===== config.mk =====
export PLATFORM = sky130hd
export DESIGN_NAME = txp_policy
export DESIGN_NICKNAME = d
export VERILOG_FILES = /design/src/include/txp_pkg.sv /design/src/rtl/txp_policy.sv
export VERILOG_INCLUDE_DIRS = /design/src /design/src/include
export SDC_FILE = /design/constraint.sdc
export NUM_CORES = 1
export LEC_CHECK = 0
export ABC_AREA = 1
export ABC_CLOCK_PERIOD_IN_PS = 30100
export BUFFER_PORTS_ARGS = -buffer_cell sky130_fd_sc_hd__buf_4
export CAP_MARGIN = 20
export CELL_PAD_IN_SITES_DETAIL_PLACEMENT = 0
export CELL_PAD_IN_SITES_GLOBAL_PLACEMENT = 2
export CORE_UTILIZATION = 34
export DETAILED_ROUTE_END_ITERATION = 8
export PLACE_DENSITY_LB_ADDON = 0.1
export SYNTH_ARGS = -nofsm -noshare
export SYNTH_HDL_FRONTEND = slang
export SYNTH_SLANG_ARGS = --single-unit

===== constraint.sdc =====
create_clock -name clk -period 30.1 [get_ports clk]
set_input_delay 1.505 -clock clk [delete_from_list [all_inputs] [get_ports clk]]
set_output_delay 1.505 -clock clk [all_outputs]
set_load 0.02 [all_outputs]

===== src/include/txp_params.svh =====
// Constants for the transmit policy block: register map, field layout, defaults
`ifndef TXP_PARAMS_SVH
`define TXP_PARAMS_SVH
// ===========================================================
// Register byte offsets
`define TXP_OFS_CTRL      8'h00
`define TXP_OFS_MCAST     8'h04
`define TXP_OFS_MAXMOD    8'h08
`define TXP_OFS_SNRFAC    8'h0C
`define TXP_OFS_RETRY     8'h10
`define TXP_OFS_BURSTINT  8'h14
`define TXP_OFS_STATUS    8'h18
`define TXP_OFS_SNRAVG    8'h1C
// ===========================================================
// Control register bit positions
`define TXP_CTRL_ADAPT    0
`define TXP_CTRL_PRIO     1
`define TXP_CTRL_BURST    2
`define TXP_CTRL_DFS      3
`define TXP_CTRL_WEP      4
// Status register bit positions
`define TXP_ST_BURST      0
`define TXP_ST_REFUSED    1
// ===========================================================
// Ranges and defaults
`define TXP_LVL_MIN       4'h1
`define TXP_LVL_TOP       4'h8
`define TXP_LVL_TOP_REVA  4'h7
`define TXP_LVL_VAR_F     4'h5
`define TXP_FAC_MIN       6'h3F
`define TXP_FAC_MAX       6'h20
`define TXP_FAC_DEF       6'h05
`define TXP_RETRY_MIN     4'h1
`define TXP_RETRY_MAX     4'hE
`define TXP_RETRY_DEF     4'hA
`define TXP_BURST_DEF_MS  16'h0005
`define TXP_BURST_MIN_MS  16'h0001
`define TXP_CTRL_RST      5'h04
// Hardware revision codes on the strap input
`define TXP_REV_A         4'h0
`define TXP_REV_B         4'h1
`define TXP_REV_F         4'h5
`endif


===== src/include/txp_pkg.sv =====
// Types shared by the transmit policy block
package txp_pkg;
   typedef enum logic [1:0] {
      TXP_FR_UNICAST,
      TXP_FR_GROUP,
      TXP_FR_MGMT,
      TXP_FR_RSVD
   } txp_frame_e;
   typedef enum logic [1:0] {
      TXP_ST_IDLE,
      TXP_ST_BUSY
   } txp_state_e;
   typedef logic [3:0] txp_level_t;
endpackage


===== src/rtl/txp_policy.sv =====
// Transmit modulation, retry and burst policy with an APB register file
`timescale 1ns/1ps
`include "txp_params.svh"

// Behaviour
// - Group data frames use multicast level and are never retransmitted.
// - Management and control frames use the sub-band's lowest level.
// - Level settings accept 1..8; revision A tops out at 7.
// - Multicast level resets to 1.
// - Adaptive off: unicast uses the maximum level setting as fixed level.
// - Adaptive on: chosen unicast level is capped by maximum level setting.
// - Maximum level defaults 8, revision A 7, revision F subscriber 5.
// - SNR average with memory factor -1..32, default 5; -1 means latest sample.
// - Retransmit unicast up to retry count; drop when reached, adaptive off.
// - Retry count accepts 1..14, defaults to 10.
// - Retry count ignored while link prioritisation is on.
// - Burst only for unicast data, never group frames.
// - Burst only when the sub-band supports it.
// - Revision B or earlier base unit refuses burst enable while DYNAMIC_FREQUENCY_SELECTION on.
// - Revision B or earlier unit refuses burst enable while WEP on.
// - All burst settings ignored while link prioritisation is on.
// - Burst on/off setting gates bursts and resets enabled.
// - Burst interval 1..sub-band maximum, default min of 5 ms and maximum.
module txp_policy
   import txp_pkg::*;
(
   input  wire logic        clk,
   input  wire logic        rst,
   input  wire logic        psel,
   input  wire logic        penable,
   input  wire logic        pwrite,
   input  wire logic [7:0]  paddr,
   input  wire logic [31:0] pwdata,
   output logic      [31:0] prdata,
   output logic             pready,
   output logic             pslverr,
   input  wire logic [3:0]  hw_rev,
   input  wire logic        base_station_unit,
   input  wire logic        variant_f,
   input  wire logic [3:0]  band_min_level,
   input  wire logic        band_burst_ok,
   input  wire logic [15:0] band_max_burst_ms,
   input  wire logic        frame_start,
   input  wire logic [1:0]  frame_kind,
   input  wire logic [3:0]  adapt_level,
   input  wire logic        tx_ack,
   input  wire logic        tx_fail,
   input  wire logic        snr_valid,
   input  wire logic [7:0]  snr_in,
   output logic      [3:0]  tx_level,
   output logic             tx_burst,
   output logic      [15:0] tx_burst_ms,
   output logic             tx_retry,
   output logic             tx_drop,
   output logic             tx_busy
);
   // ===========================================================
   // Registers
   logic             init_q;
   logic [3:0]       rev_q;
   logic             base_q;
   logic             varf_q;
   logic [4:0]       ctrl_q;
   txp_level_t       mcast_q;
   txp_level_t       maxmod_q;
   logic [5:0]       fac_q;
   logic [3:0]       retry_q;
   logic [15:0]      bint_q;
   logic             refused_q;
   logic [7:0]       avg_q;
   txp_state_e       st_q;
   txp_frame_e       kind_q;
   logic [3:0]       rcnt_q;
   logic [3:0]       rlim_q;
   logic             ren_q;
   logic             adapt_q;
   logic             wr;
   logic             rd_ok;
   logic             wr_ok;
   logic             old_rev;
   txp_level_t       top;
   txp_level_t       wlvl;
   logic [5:0]       wfac;
   logic [3:0]       wret;
   logic [15:0]      wbi;
   logic             bad_en;
   logic [4:0]       ctrl_d;
   txp_frame_e       kind_in;

   assign kind_in = txp_frame_e'(frame_kind);
   assign wr      = psel & penable & pwrite;
   assign old_rev = (rev_q <= `TXP_REV_B);
   assign top     = (rev_q == `TXP_REV_A) ? `TXP_LVL_TOP_REVA : `TXP_LVL_TOP;
   assign wlvl    = pwdata[3:0];
   assign wfac    = pwdata[5:0];
   assign wret    = pwdata[3:0];
   assign wbi     = pwdata[15:0];

   // ===========================================================
   // APB decode; pready is always high, bad address or value flags pslverr
   always_comb begin
      wr_ok = 1'b1;
      case (paddr)
         `TXP_OFS_CTRL:     wr_ok = 1'b1;
         `TXP_OFS_MCAST,
         `TXP_OFS_MAXMOD:   wr_ok = (pwdata[31:4] == 28'h0000000) &&
                                    (wlvl >= `TXP_LVL_MIN) && (wlvl <= top);
         `TXP_OFS_SNRFAC:   wr_ok = (pwdata[31:6] == 26'h0000000) &&
                                    ((wfac <= `TXP_FAC_MAX) || (wfac == `TXP_FAC_MIN));
         `TXP_OFS_RETRY:    wr_ok = (pwdata[31:4] == 28'h0000000) &&
                                    (wret >= `TXP_RETRY_MIN) && (wret <= `TXP_RETRY_MAX);
         `TXP_OFS_BURSTINT: wr_ok = (pwdata[31:16] == 16'h0000) &&
                                    (wbi >= `TXP_BURST_MIN_MS) && (wbi <= band_max_burst_ms);
         `TXP_OFS_STATUS:   wr_ok = 1'b1;
         default:           wr_ok = 1'b0;
      endcase
   end

   always_comb begin
      rd_ok  = 1'b1;
      prdata = 32'h00000000;
      case (paddr)
         `TXP_OFS_CTRL:     prdata = {27'h0000000, ctrl_q};
         `TXP_OFS_MCAST:    prdata = {28'h0000000, mcast_q};
         `TXP_OFS_MAXMOD:   prdata = {28'h0000000, maxmod_q};
         `TXP_OFS_SNRFAC:   prdata = {26'h0000000, fac_q};
         `TXP_OFS_RETRY:    prdata = {28'h0000000, retry_q};
         `TXP_OFS_BURSTINT: prdata = {16'h0000, bint_q};
         `TXP_OFS_STATUS:   prdata = {30'h00000000, refused_q, ctrl_q[`TXP_CTRL_BURST] &
                                      band_burst_ok & ~ctrl_q[`TXP_CTRL_PRIO]};
         `TXP_OFS_SNRAVG:   prdata = {24'h000000, avg_q};
         default:           rd_ok  = 1'b0;
      endcase
   end

   assign pready  = 1'b1;
   assign pslverr = psel & penable & (pwrite ? ~wr_ok : ~rd_ok);

   // ===========================================================
   // Straps are caught on the first edge after reset release
   always_ff @(posedge clk or posedge rst) begin
      if (rst) begin
         init_q <= 1'b1;
         rev_q  <= `TXP_REV_B;
         base_q <= 1'b0;
         varf_q <= 1'b0;
      end else if (init_q) begin
         init_q <= 1'b0;
         rev_q  <= hw_rev;
         base_q <= base_station_unit;
         varf_q <= variant_f;
      end
   end

   // ===========================================================
   // Control register; burst enable refused on old revisions with WEP, or with DYNAMIC_FREQUENCY_SELECTION on a base unit
   always_comb begin
      ctrl_d = pwdata[4:0];
      bad_en = 1'b0;
      // Checked on every write, so on old revisions burst never sits on next to WEP, nor next to DYNAMIC_FREQUENCY_SELECTION on a base unit
      if (pwdata[`TXP_CTRL_BURST] && old_rev &&
          ((base_q && pwdata[`TXP_CTRL_DFS]) || pwdata[`TXP_CTRL_WEP])) begin
         bad_en                 = 1'b1;
         ctrl_d[`TXP_CTRL_BURST] = 1'b0;
      end
   end

   always_ff @(posedge clk or posedge rst) begin
      if (rst) begin
         ctrl_q <= `TXP_CTRL_RST; // Burst option on, all else off
      end else if (init_q) begin
         ctrl_q <= `TXP_CTRL_RST;
      end else if (wr && paddr == `TXP_OFS_CTRL) begin
         ctrl_q <= ctrl_d;
      end
   end

   // Sticky refusal flag: a new refusal wins over a clear in the same cycle
   always_ff @(posedge clk or posedge rst) begin
      if (rst) begin
         refused_q <= 1'b0;
      end else if (wr && !init_q && paddr == `TXP_OFS_CTRL && bad_en) begin
         refused_q <= 1'b1;
      end else if (wr && paddr == `TXP_OFS_STATUS && pwdata[`TXP_ST_REFUSED]) begin
         refused_q <= 1'b0;
      end
   end

   // ===========================================================
   // Level, factor, retry and interval settings
   always_ff @(posedge clk or posedge rst) begin
      if (rst) begin
         mcast_q  <= `TXP_LVL_MIN;
         maxmod_q <= `TXP_LVL_TOP;
         fac_q    <= `TXP_FAC_DEF;
         retry_q  <= `TXP_RETRY_DEF;
         bint_q   <= `TXP_BURST_DEF_MS;
      end else if (init_q) begin
         // Defaults that depend on straps or band load once after release
         if (!base_station_unit && variant_f && hw_rev == `TXP_REV_F) begin
            maxmod_q <= `TXP_LVL_VAR_F;
         end else if (hw_rev == `TXP_REV_A) begin
            maxmod_q <= `TXP_LVL_TOP_REVA;
         end else begin
            maxmod_q <= `TXP_LVL_TOP;
         end
         bint_q <= (band_max_burst_ms < `TXP_BURST_DEF_MS) ?
                   band_max_burst_ms : `TXP_BURST_DEF_MS;
      end else if (wr && wr_ok) begin
         case (paddr)
            `TXP_OFS_MCAST:    mcast_q  <= wlvl;
            `TXP_OFS_MAXMOD:   maxmod_q <= wlvl;
            `TXP_OFS_SNRFAC:   fac_q    <= wfac;
            `TXP_OFS_RETRY:    retry_q  <= wret;
            `TXP_OFS_BURSTINT: bint_q   <= wbi;
            default:           ;
         endcase
      end
   end

   // ===========================================================
   // SNR average: (avg*f + meas)/(f+1); factor -1 passes the sample through
   logic [13:0] snr_num;
   logic [13:0] snr_q14;
   always_comb begin
      snr_num = 14'(avg_q * fac_q) + 14'(snr_in);
      snr_q14 = snr_num / 14'(fac_q + 6'h01);
   end

   always_ff @(posedge clk or posedge rst) begin
      if (rst) begin
         avg_q <= 8'h00;
      end else if (snr_valid) begin
         avg_q <= (fac_q == `TXP_FAC_MIN) ? snr_in : snr_q14[7:0];
      end
   end

   // ===========================================================
   // Frame path: everything is sampled at frame start
   always_ff @(posedge clk or posedge rst) begin
      if (rst) begin
         st_q        <= TXP_ST_IDLE;
         kind_q      <= TXP_FR_MGMT;
         tx_level    <= `TXP_LVL_MIN;
         tx_burst    <= 1'b0;
         tx_burst_ms <= `TXP_BURST_DEF_MS;
         rlim_q      <= `TXP_RETRY_DEF;
         ren_q       <= 1'b0;
         adapt_q     <= 1'b0;
      end else begin
         case (st_q)
            TXP_ST_IDLE: begin
               if (frame_start && !init_q) begin
                  st_q    <= TXP_ST_BUSY;
                  kind_q  <= kind_in;
                  adapt_q <= ctrl_q[`TXP_CTRL_ADAPT];
                  rlim_q  <= retry_q;
                  // Retry limit applies only to unicast and not under prioritisation
                  ren_q   <= (kind_in == TXP_FR_UNICAST) && !ctrl_q[`TXP_CTRL_PRIO];
                  case (kind_in)
                     TXP_FR_UNICAST: begin
                        if (ctrl_q[`TXP_CTRL_ADAPT] && adapt_level < maxmod_q) begin
                           tx_level <= (adapt_level < `TXP_LVL_MIN) ? `TXP_LVL_MIN
                                                                    : adapt_level;
                        end else begin
                           tx_level <= maxmod_q;
                        end
                     end
                     TXP_FR_GROUP: tx_level <= mcast_q;
                     default:      tx_level <= band_min_level;
                  endcase
                  tx_burst <= (kind_in == TXP_FR_UNICAST) && ctrl_q[`TXP_CTRL_BURST] &&
                              band_burst_ok && !ctrl_q[`TXP_CTRL_PRIO];
                  tx_burst_ms <= (bint_q > band_max_burst_ms) ? band_max_burst_ms
                                                               : bint_q;
               end
            end
            TXP_ST_BUSY: begin
               if (tx_ack || tx_drop || (tx_fail && !tx_retry)) begin
                  st_q     <= TXP_ST_IDLE;
                  tx_burst <= 1'b0;
               end
            end
            default: st_q <= TXP_ST_IDLE;
         endcase
      end
   end

   // ===========================================================
   // Retry counting; group and management frames end on first failure
   logic can_retry;
   assign can_retry = ren_q && (rcnt_q < rlim_q);
   assign tx_busy   = (st_q == TXP_ST_BUSY);
   assign tx_retry  = tx_busy && tx_fail && (can_retry || (kind_q == TXP_FR_UNICAST &&
                      (adapt_q || !ren_q)));
   assign tx_drop   = tx_busy && tx_fail && ren_q && !can_retry && !adapt_q;

   always_ff @(posedge clk or posedge rst) begin
      if (rst) begin
         rcnt_q <= 4'h0;
      end else if (!tx_busy) begin
         rcnt_q <= 4'h0;
      end else if (tx_retry && can_retry) begin
         rcnt_q <= rcnt_q + 4'h1;
      end
   end

   // ===========================================================
   // Checks; frame-start checks look back at what the start edge saw
   logic start_ok;
   assign start_ok = (st_q == TXP_ST_IDLE) && frame_start && !init_q;

   chk_group_no_retry: assert property (@(posedge clk) disable iff (rst)
      (tx_busy && kind_q == TXP_FR_GROUP) |-> !tx_retry)
      else $error("group frame retransmitted");
   chk_mcast_level: assert property (@(posedge clk) disable iff (rst)
      (start_ok && kind_in == TXP_FR_GROUP) |=> tx_level == $past(mcast_q))
      else $error("group frame not at multicast level");
   chk_mgmt_level: assert property (@(posedge clk) disable iff (rst)
      (start_ok && kind_in == TXP_FR_MGMT) |=> tx_level == $past(band_min_level))
      else $error("management frame not at band minimum level");
   chk_level_range: assert property (@(posedge clk) disable iff (rst)
      !init_q |-> (mcast_q >= `TXP_LVL_MIN && mcast_q <= top &&
                   maxmod_q >= `TXP_LVL_MIN && maxmod_q <= top))
      else $error("level setting out of range");
   chk_fixed_level: assert property (@(posedge clk) disable iff (rst)
      (start_ok && kind_in == TXP_FR_UNICAST && !ctrl_q[`TXP_CTRL_ADAPT])
      |=> tx_level == $past(maxmod_q))
      else $error("fixed unicast level differs from maximum");
   chk_adapt_cap: assert property (@(posedge clk) disable iff (rst)
      (start_ok && kind_in == TXP_FR_UNICAST && ctrl_q[`TXP_CTRL_ADAPT])
      |=> (tx_level <= $past(maxmod_q) && tx_level >= `TXP_LVL_MIN))
      else $error("adaptive unicast level outside cap");
   chk_retry_cap: assert property (@(posedge clk) disable iff (rst)
      (tx_busy && ren_q) |-> rcnt_q <= rlim_q)
      else $error("retries beyond limit");
   chk_drop_at_limit: assert property (@(posedge clk) disable iff (rst)
      tx_drop |-> (rcnt_q == rlim_q && !adapt_q) ##1 !tx_busy)
      else $error("drop without reaching limit");
   chk_group_no_drop: assert property (@(posedge clk) disable iff (rst)
      (tx_busy && kind_q != TXP_FR_UNICAST) |-> !tx_drop)
      else $error("group or management frame dropped");
   chk_prio_retry: assert property (@(posedge clk) disable iff (rst)
      (tx_busy && kind_q == TXP_FR_UNICAST && !ren_q && tx_fail) |-> (tx_retry && !tx_drop))
      else $error("retry limit applied under prioritisation");
   chk_burst_gate: assert property (@(posedge clk) disable iff (rst)
      tx_burst |-> (kind_q == TXP_FR_UNICAST && tx_busy))
      else $error("burst on non-unicast frame");
   chk_burst_band: assert property (@(posedge clk) disable iff (rst)
      (start_ok && !band_burst_ok) |=> !tx_burst)
      else $error("burst on a band without burst support");
   chk_burst_refuse: assert property (@(posedge clk) disable iff (rst)
      (wr && !init_q && paddr == `TXP_OFS_CTRL && bad_en)
      |=> !ctrl_q[`TXP_CTRL_BURST] && refused_q)
      else $error("burst enable not refused");
   chk_prio_burst: assert property (@(posedge clk) disable iff (rst)
      (start_ok && ctrl_q[`TXP_CTRL_PRIO]) |=> !tx_burst [*2])
      else $error("burst under prioritisation");
   chk_burst_opt: assert property (@(posedge clk) disable iff (rst)
      (start_ok && !ctrl_q[`TXP_CTRL_BURST]) |=> !tx_burst)
      else $error("burst with burst option off");
   chk_burst_ms_cap: assert property (@(posedge clk) disable iff (rst)
      start_ok |=> tx_burst_ms <= $past(band_max_burst_ms))
      else $error("burst interval above band maximum");
   chk_snr_pass: assert property (@(posedge clk) disable iff (rst)
      (snr_valid && fac_q == `TXP_FAC_MIN) |=> avg_q == $past(snr_in))
      else $error("factor minus one did not pass the sample through");
   chk_factor_range: assert property (@(posedge clk) disable iff (rst)
      (fac_q <= `TXP_FAC_MAX || fac_q == `TXP_FAC_MIN))
      else $error("memory factor out of range");
   chk_retry_range: assert property (@(posedge clk) disable iff (rst)
      (retry_q >= `TXP_RETRY_MIN && retry_q <= `TXP_RETRY_MAX))
      else $error("retry count out of range");
   chk_hold_frame: assert property (@(posedge clk) disable iff (rst)
      (tx_busy && $past(tx_busy)) |-> $stable(tx_level) && $stable(tx_burst_ms))
      else $error("frame settings changed mid frame");
endmodule


==> results.tsv <==
metric	value	unit
most-common-layout-cells	393 x sky130_fd_sc_hd__nand2_1, 272 x sky130_fd_sc_hd__inv_1, 154 x sky130_fd_sc_hd__ha_1, 138 x sky130_fd_sc_hd__o21ai_0, 135 x sky130_fd_sc_hd__buf_4	
critical_path.reg2reg.endpoint	avg_q[0]	
max_cap_viol_count	0	
timing.critical_path.fanout_max	27	
cts-resized-gates	0	
gr-usage-all-layers	0.204	
critical_path_buf_inv_count	17	
rows	67	
drc	0	
clock-sinks	88	
timing.slew.headroom	0.328	
dpl.cell_count	2247	
fin_worst_skew	7.85	ps
holdBufCountCts	0	
remaining_number_of_nets_flagged_by_the_antenna_check_after_routing	0	
area_delta_synth_final	13.9	%
part_of_the_cycle_the_worst_path_needs	0.896	
layout.cells.most_common	sky130_fd_sc_hd__nand2_1	
timing.final.max_slew_violations	0	
htree_levels	3	
worst_setup_hold_path_clk_slew	70	ps
cp.arrival	27220	ps
cts_buffers	9	
globalplace.congestion	0.840	
ys_top_cells_by_area	sky130_fd_sc_hd__ha_1 16%, sky130_fd_sc_hd__dfrtp_1 15%, sky130_fd_sc_hd__nand2_1 13%	
fp.dieW	188	um
hold_violations	0	
worstHoldStart	rev_q[0]	
synth_area	0.0118	mm2
worstSetupPathType	reg -> reg	
final_core_occ	0.397	
fillers	3642	
drive_gt1_frac	0.139	
synth_largest_area_cell	sky130_fd_sc_hd__ha_1	
async_set_reset_flop_share_out_of_synthesis	1.00	
detailedPlacementHpwl	28600	um
port_buffers	130	
synthCells	1700	
finalSetupViolCount	0	
synthDominantCellAreaShare	0.164	
synth.avg_cell_area	6.93	um2
worst_r2r_path_cells	171	
worstMarginPinSlew	1010	ps
global_route_wire_length_before_repair	58100	um
rsz0062_at_grt	false	
drt-pass1-iter-count	5	
synth_top_flop_cell	sky130_fd_sc_hd__dfrtp_1	
tritoncts	done	
min_path_cells	2	
route.vias.total	11200	
initial_core_util	0.349	
grt_remaining_overflow	0	
routed_via_density	4.95	
required	30340	ps
register_bit_total_from_synthesis	88	
hold_path.class	reg -> reg	
synth_seq_area_share	0.189	
fin_crit	26980	ps
route.final.wire_length	35500	um
critPathSlowestCell	sky130_fd_sc_hd__dfstp_4	
fp.dieH	188	um
yosys_warnings	0	
setup.worst_path.start_class	register	
worst_min_delay_path_endpoint	rev_q[0]	
detail_route.iter0.violations	594	
dp_worst_setup_slack	3070	ps
finalNonFillerCells	2263	
outcome	completed	
post_drt_wl_per_cell	15.7	um
timing.fmax	0.0371	GHz
clk-insertion-delay-late	350	ps
antenna_found_initial	0	
path_delay_family	compound AO/OA/AOI/OAI gates	
synth_enable_flop_cells	0	
fp.coreArea	0.0338	mm2
num_io_pins	148	
n_antenna_cell	0	
reg2reg_slack	3120	ps
post_cts_buffers	0	
path_common_cell	sky130_fd_sc_hd__nand2_1	
ctsLongestPathBuffers	2	
ctsRootBufferMaster	sky130_fd_sc_hd__clkbuf_16	
timing.critical_path.to_type	register	
synth.lib_cells_used.distinct	65	
fin_tns_setup	0	ps
timing.rr.start	fac_q[0]	
overall_die_area	0.0354	mm2
grt_start_max_net_pins	61	
first_global_vias	11300	
cpPeakStageDelay	840	ps
setup_slack	3120	ps
finalNetCount	2084	
-- sequential cells by signal (all words and copies together), names as in the netlist --
name	count
refused_q	1
tx_level	4
rev_q	4
rlim_q	4
fac_q	6
retry_q	4
rcnt_q	4
init_q	1
maxmod_q	4
avg_q	8
bint_q	16
st_q	1
ren_q	1
base_q	1
tx_burst_ms	16
kind_q	2
ctrl_q	5
tx_burst	1
mcast_q	4
adapt_q	1
-- kinds of logic after synthesis --
| logic type | share of synthesized area |
|---|---|
| xor gates and xnor gates | 0.0394 |
| other | 0.000637 |
| DFF | 0.189 |
| buffers and inverters | 0.116 |
| and+or+nand+nor | 0.284 |
| AOI/OAI and AO/OA | 0.157 |
| adders and majority gates | 0.215 |
-- area by class of cell --
| type | instances | area [um2] | area share |
|---|---|---|---|
| Multi-Input combinational cell | 1293 | 8260 | 0.615 |
| Sequential cell | 88 | 2230 | 0.166 |
| Inverter | 283 | 1070 | 0.0794 |
| Timing Repair Buffer | 135 | 1010 | 0.0755 |
| Tap cell | 448 | 561 | 0.0418 |
| Clock buffer | 13 | 270 | 0.0201 |
| Clock inverter | 3 | 25.0 | 0.00186 |
-- how the worst max path moves through the flow --
stage / to / depth (start not counted) / start
after floorplan: avg_q[0] / 179 / fac_q[0]
after global placement: avg_q[0] / 170 / fac_q[0]
after detailed placement: avg_q[0] / 171 / fac_q[0]
after CTS: avg_q[0] / 170 / fac_q[0]
after global routing: avg_q[0] / 171 / fac_q[0]
final: avg_q[0] / 171 / fac_q[0]
-- metal layers --
| metal | vias up | wire (um) | global-route usage |
|---|---|---|---|
| met5 | - | 0 | 0 |
| met4 | 0 | 501 | 0.0447 |
| met3 | 30 | 1160 | 0.0182 |
| met2 | 223 | 16200 | 0.345 |
| met1 | 5170 | 17600 | 0.279 |
| li1 | 5786 | - | - |
-- per-stage QoR --
| stage | cell area [um2] | hold slack, ps |
|---|---|---|
| floorplan | 11800 | 441 |
| global placement | 13100 | 453 |
| detailed placement | 13100 | 456 |
| CTS | 13400 | 466 |
| global route | 13400 | 476 |
| finish | 13400 | 466 |
-- cells in the mapped netlist (all sizes together), types with 5 or more instances --
cell and instances:
or2 12, o21bai 9, nor3 22, dfrtp 71, o221ai 5, dfstp 17
o21a 6, buf 35, nand3 105, xnor2 26, fa 30, a21o 16
nor4 15, o22ai 11, inv 280, xor2 27, o2111ai 5, nor2 107
clkbuf 17, nand2 412, nand4 28, o21ai 157, nand3b 7, ha 154
a21oi 88
-- tightest hold or removal path: cells and delay by family (launching register included) --
kind / cells / cell delay, ps
DFF: 1 / 370
and+or+nand+nor: 2 / 100
Power is left out: the tool's default activity adds up to more than one toggle a clock period on the data nets, which glitch-free logic cannot reach.
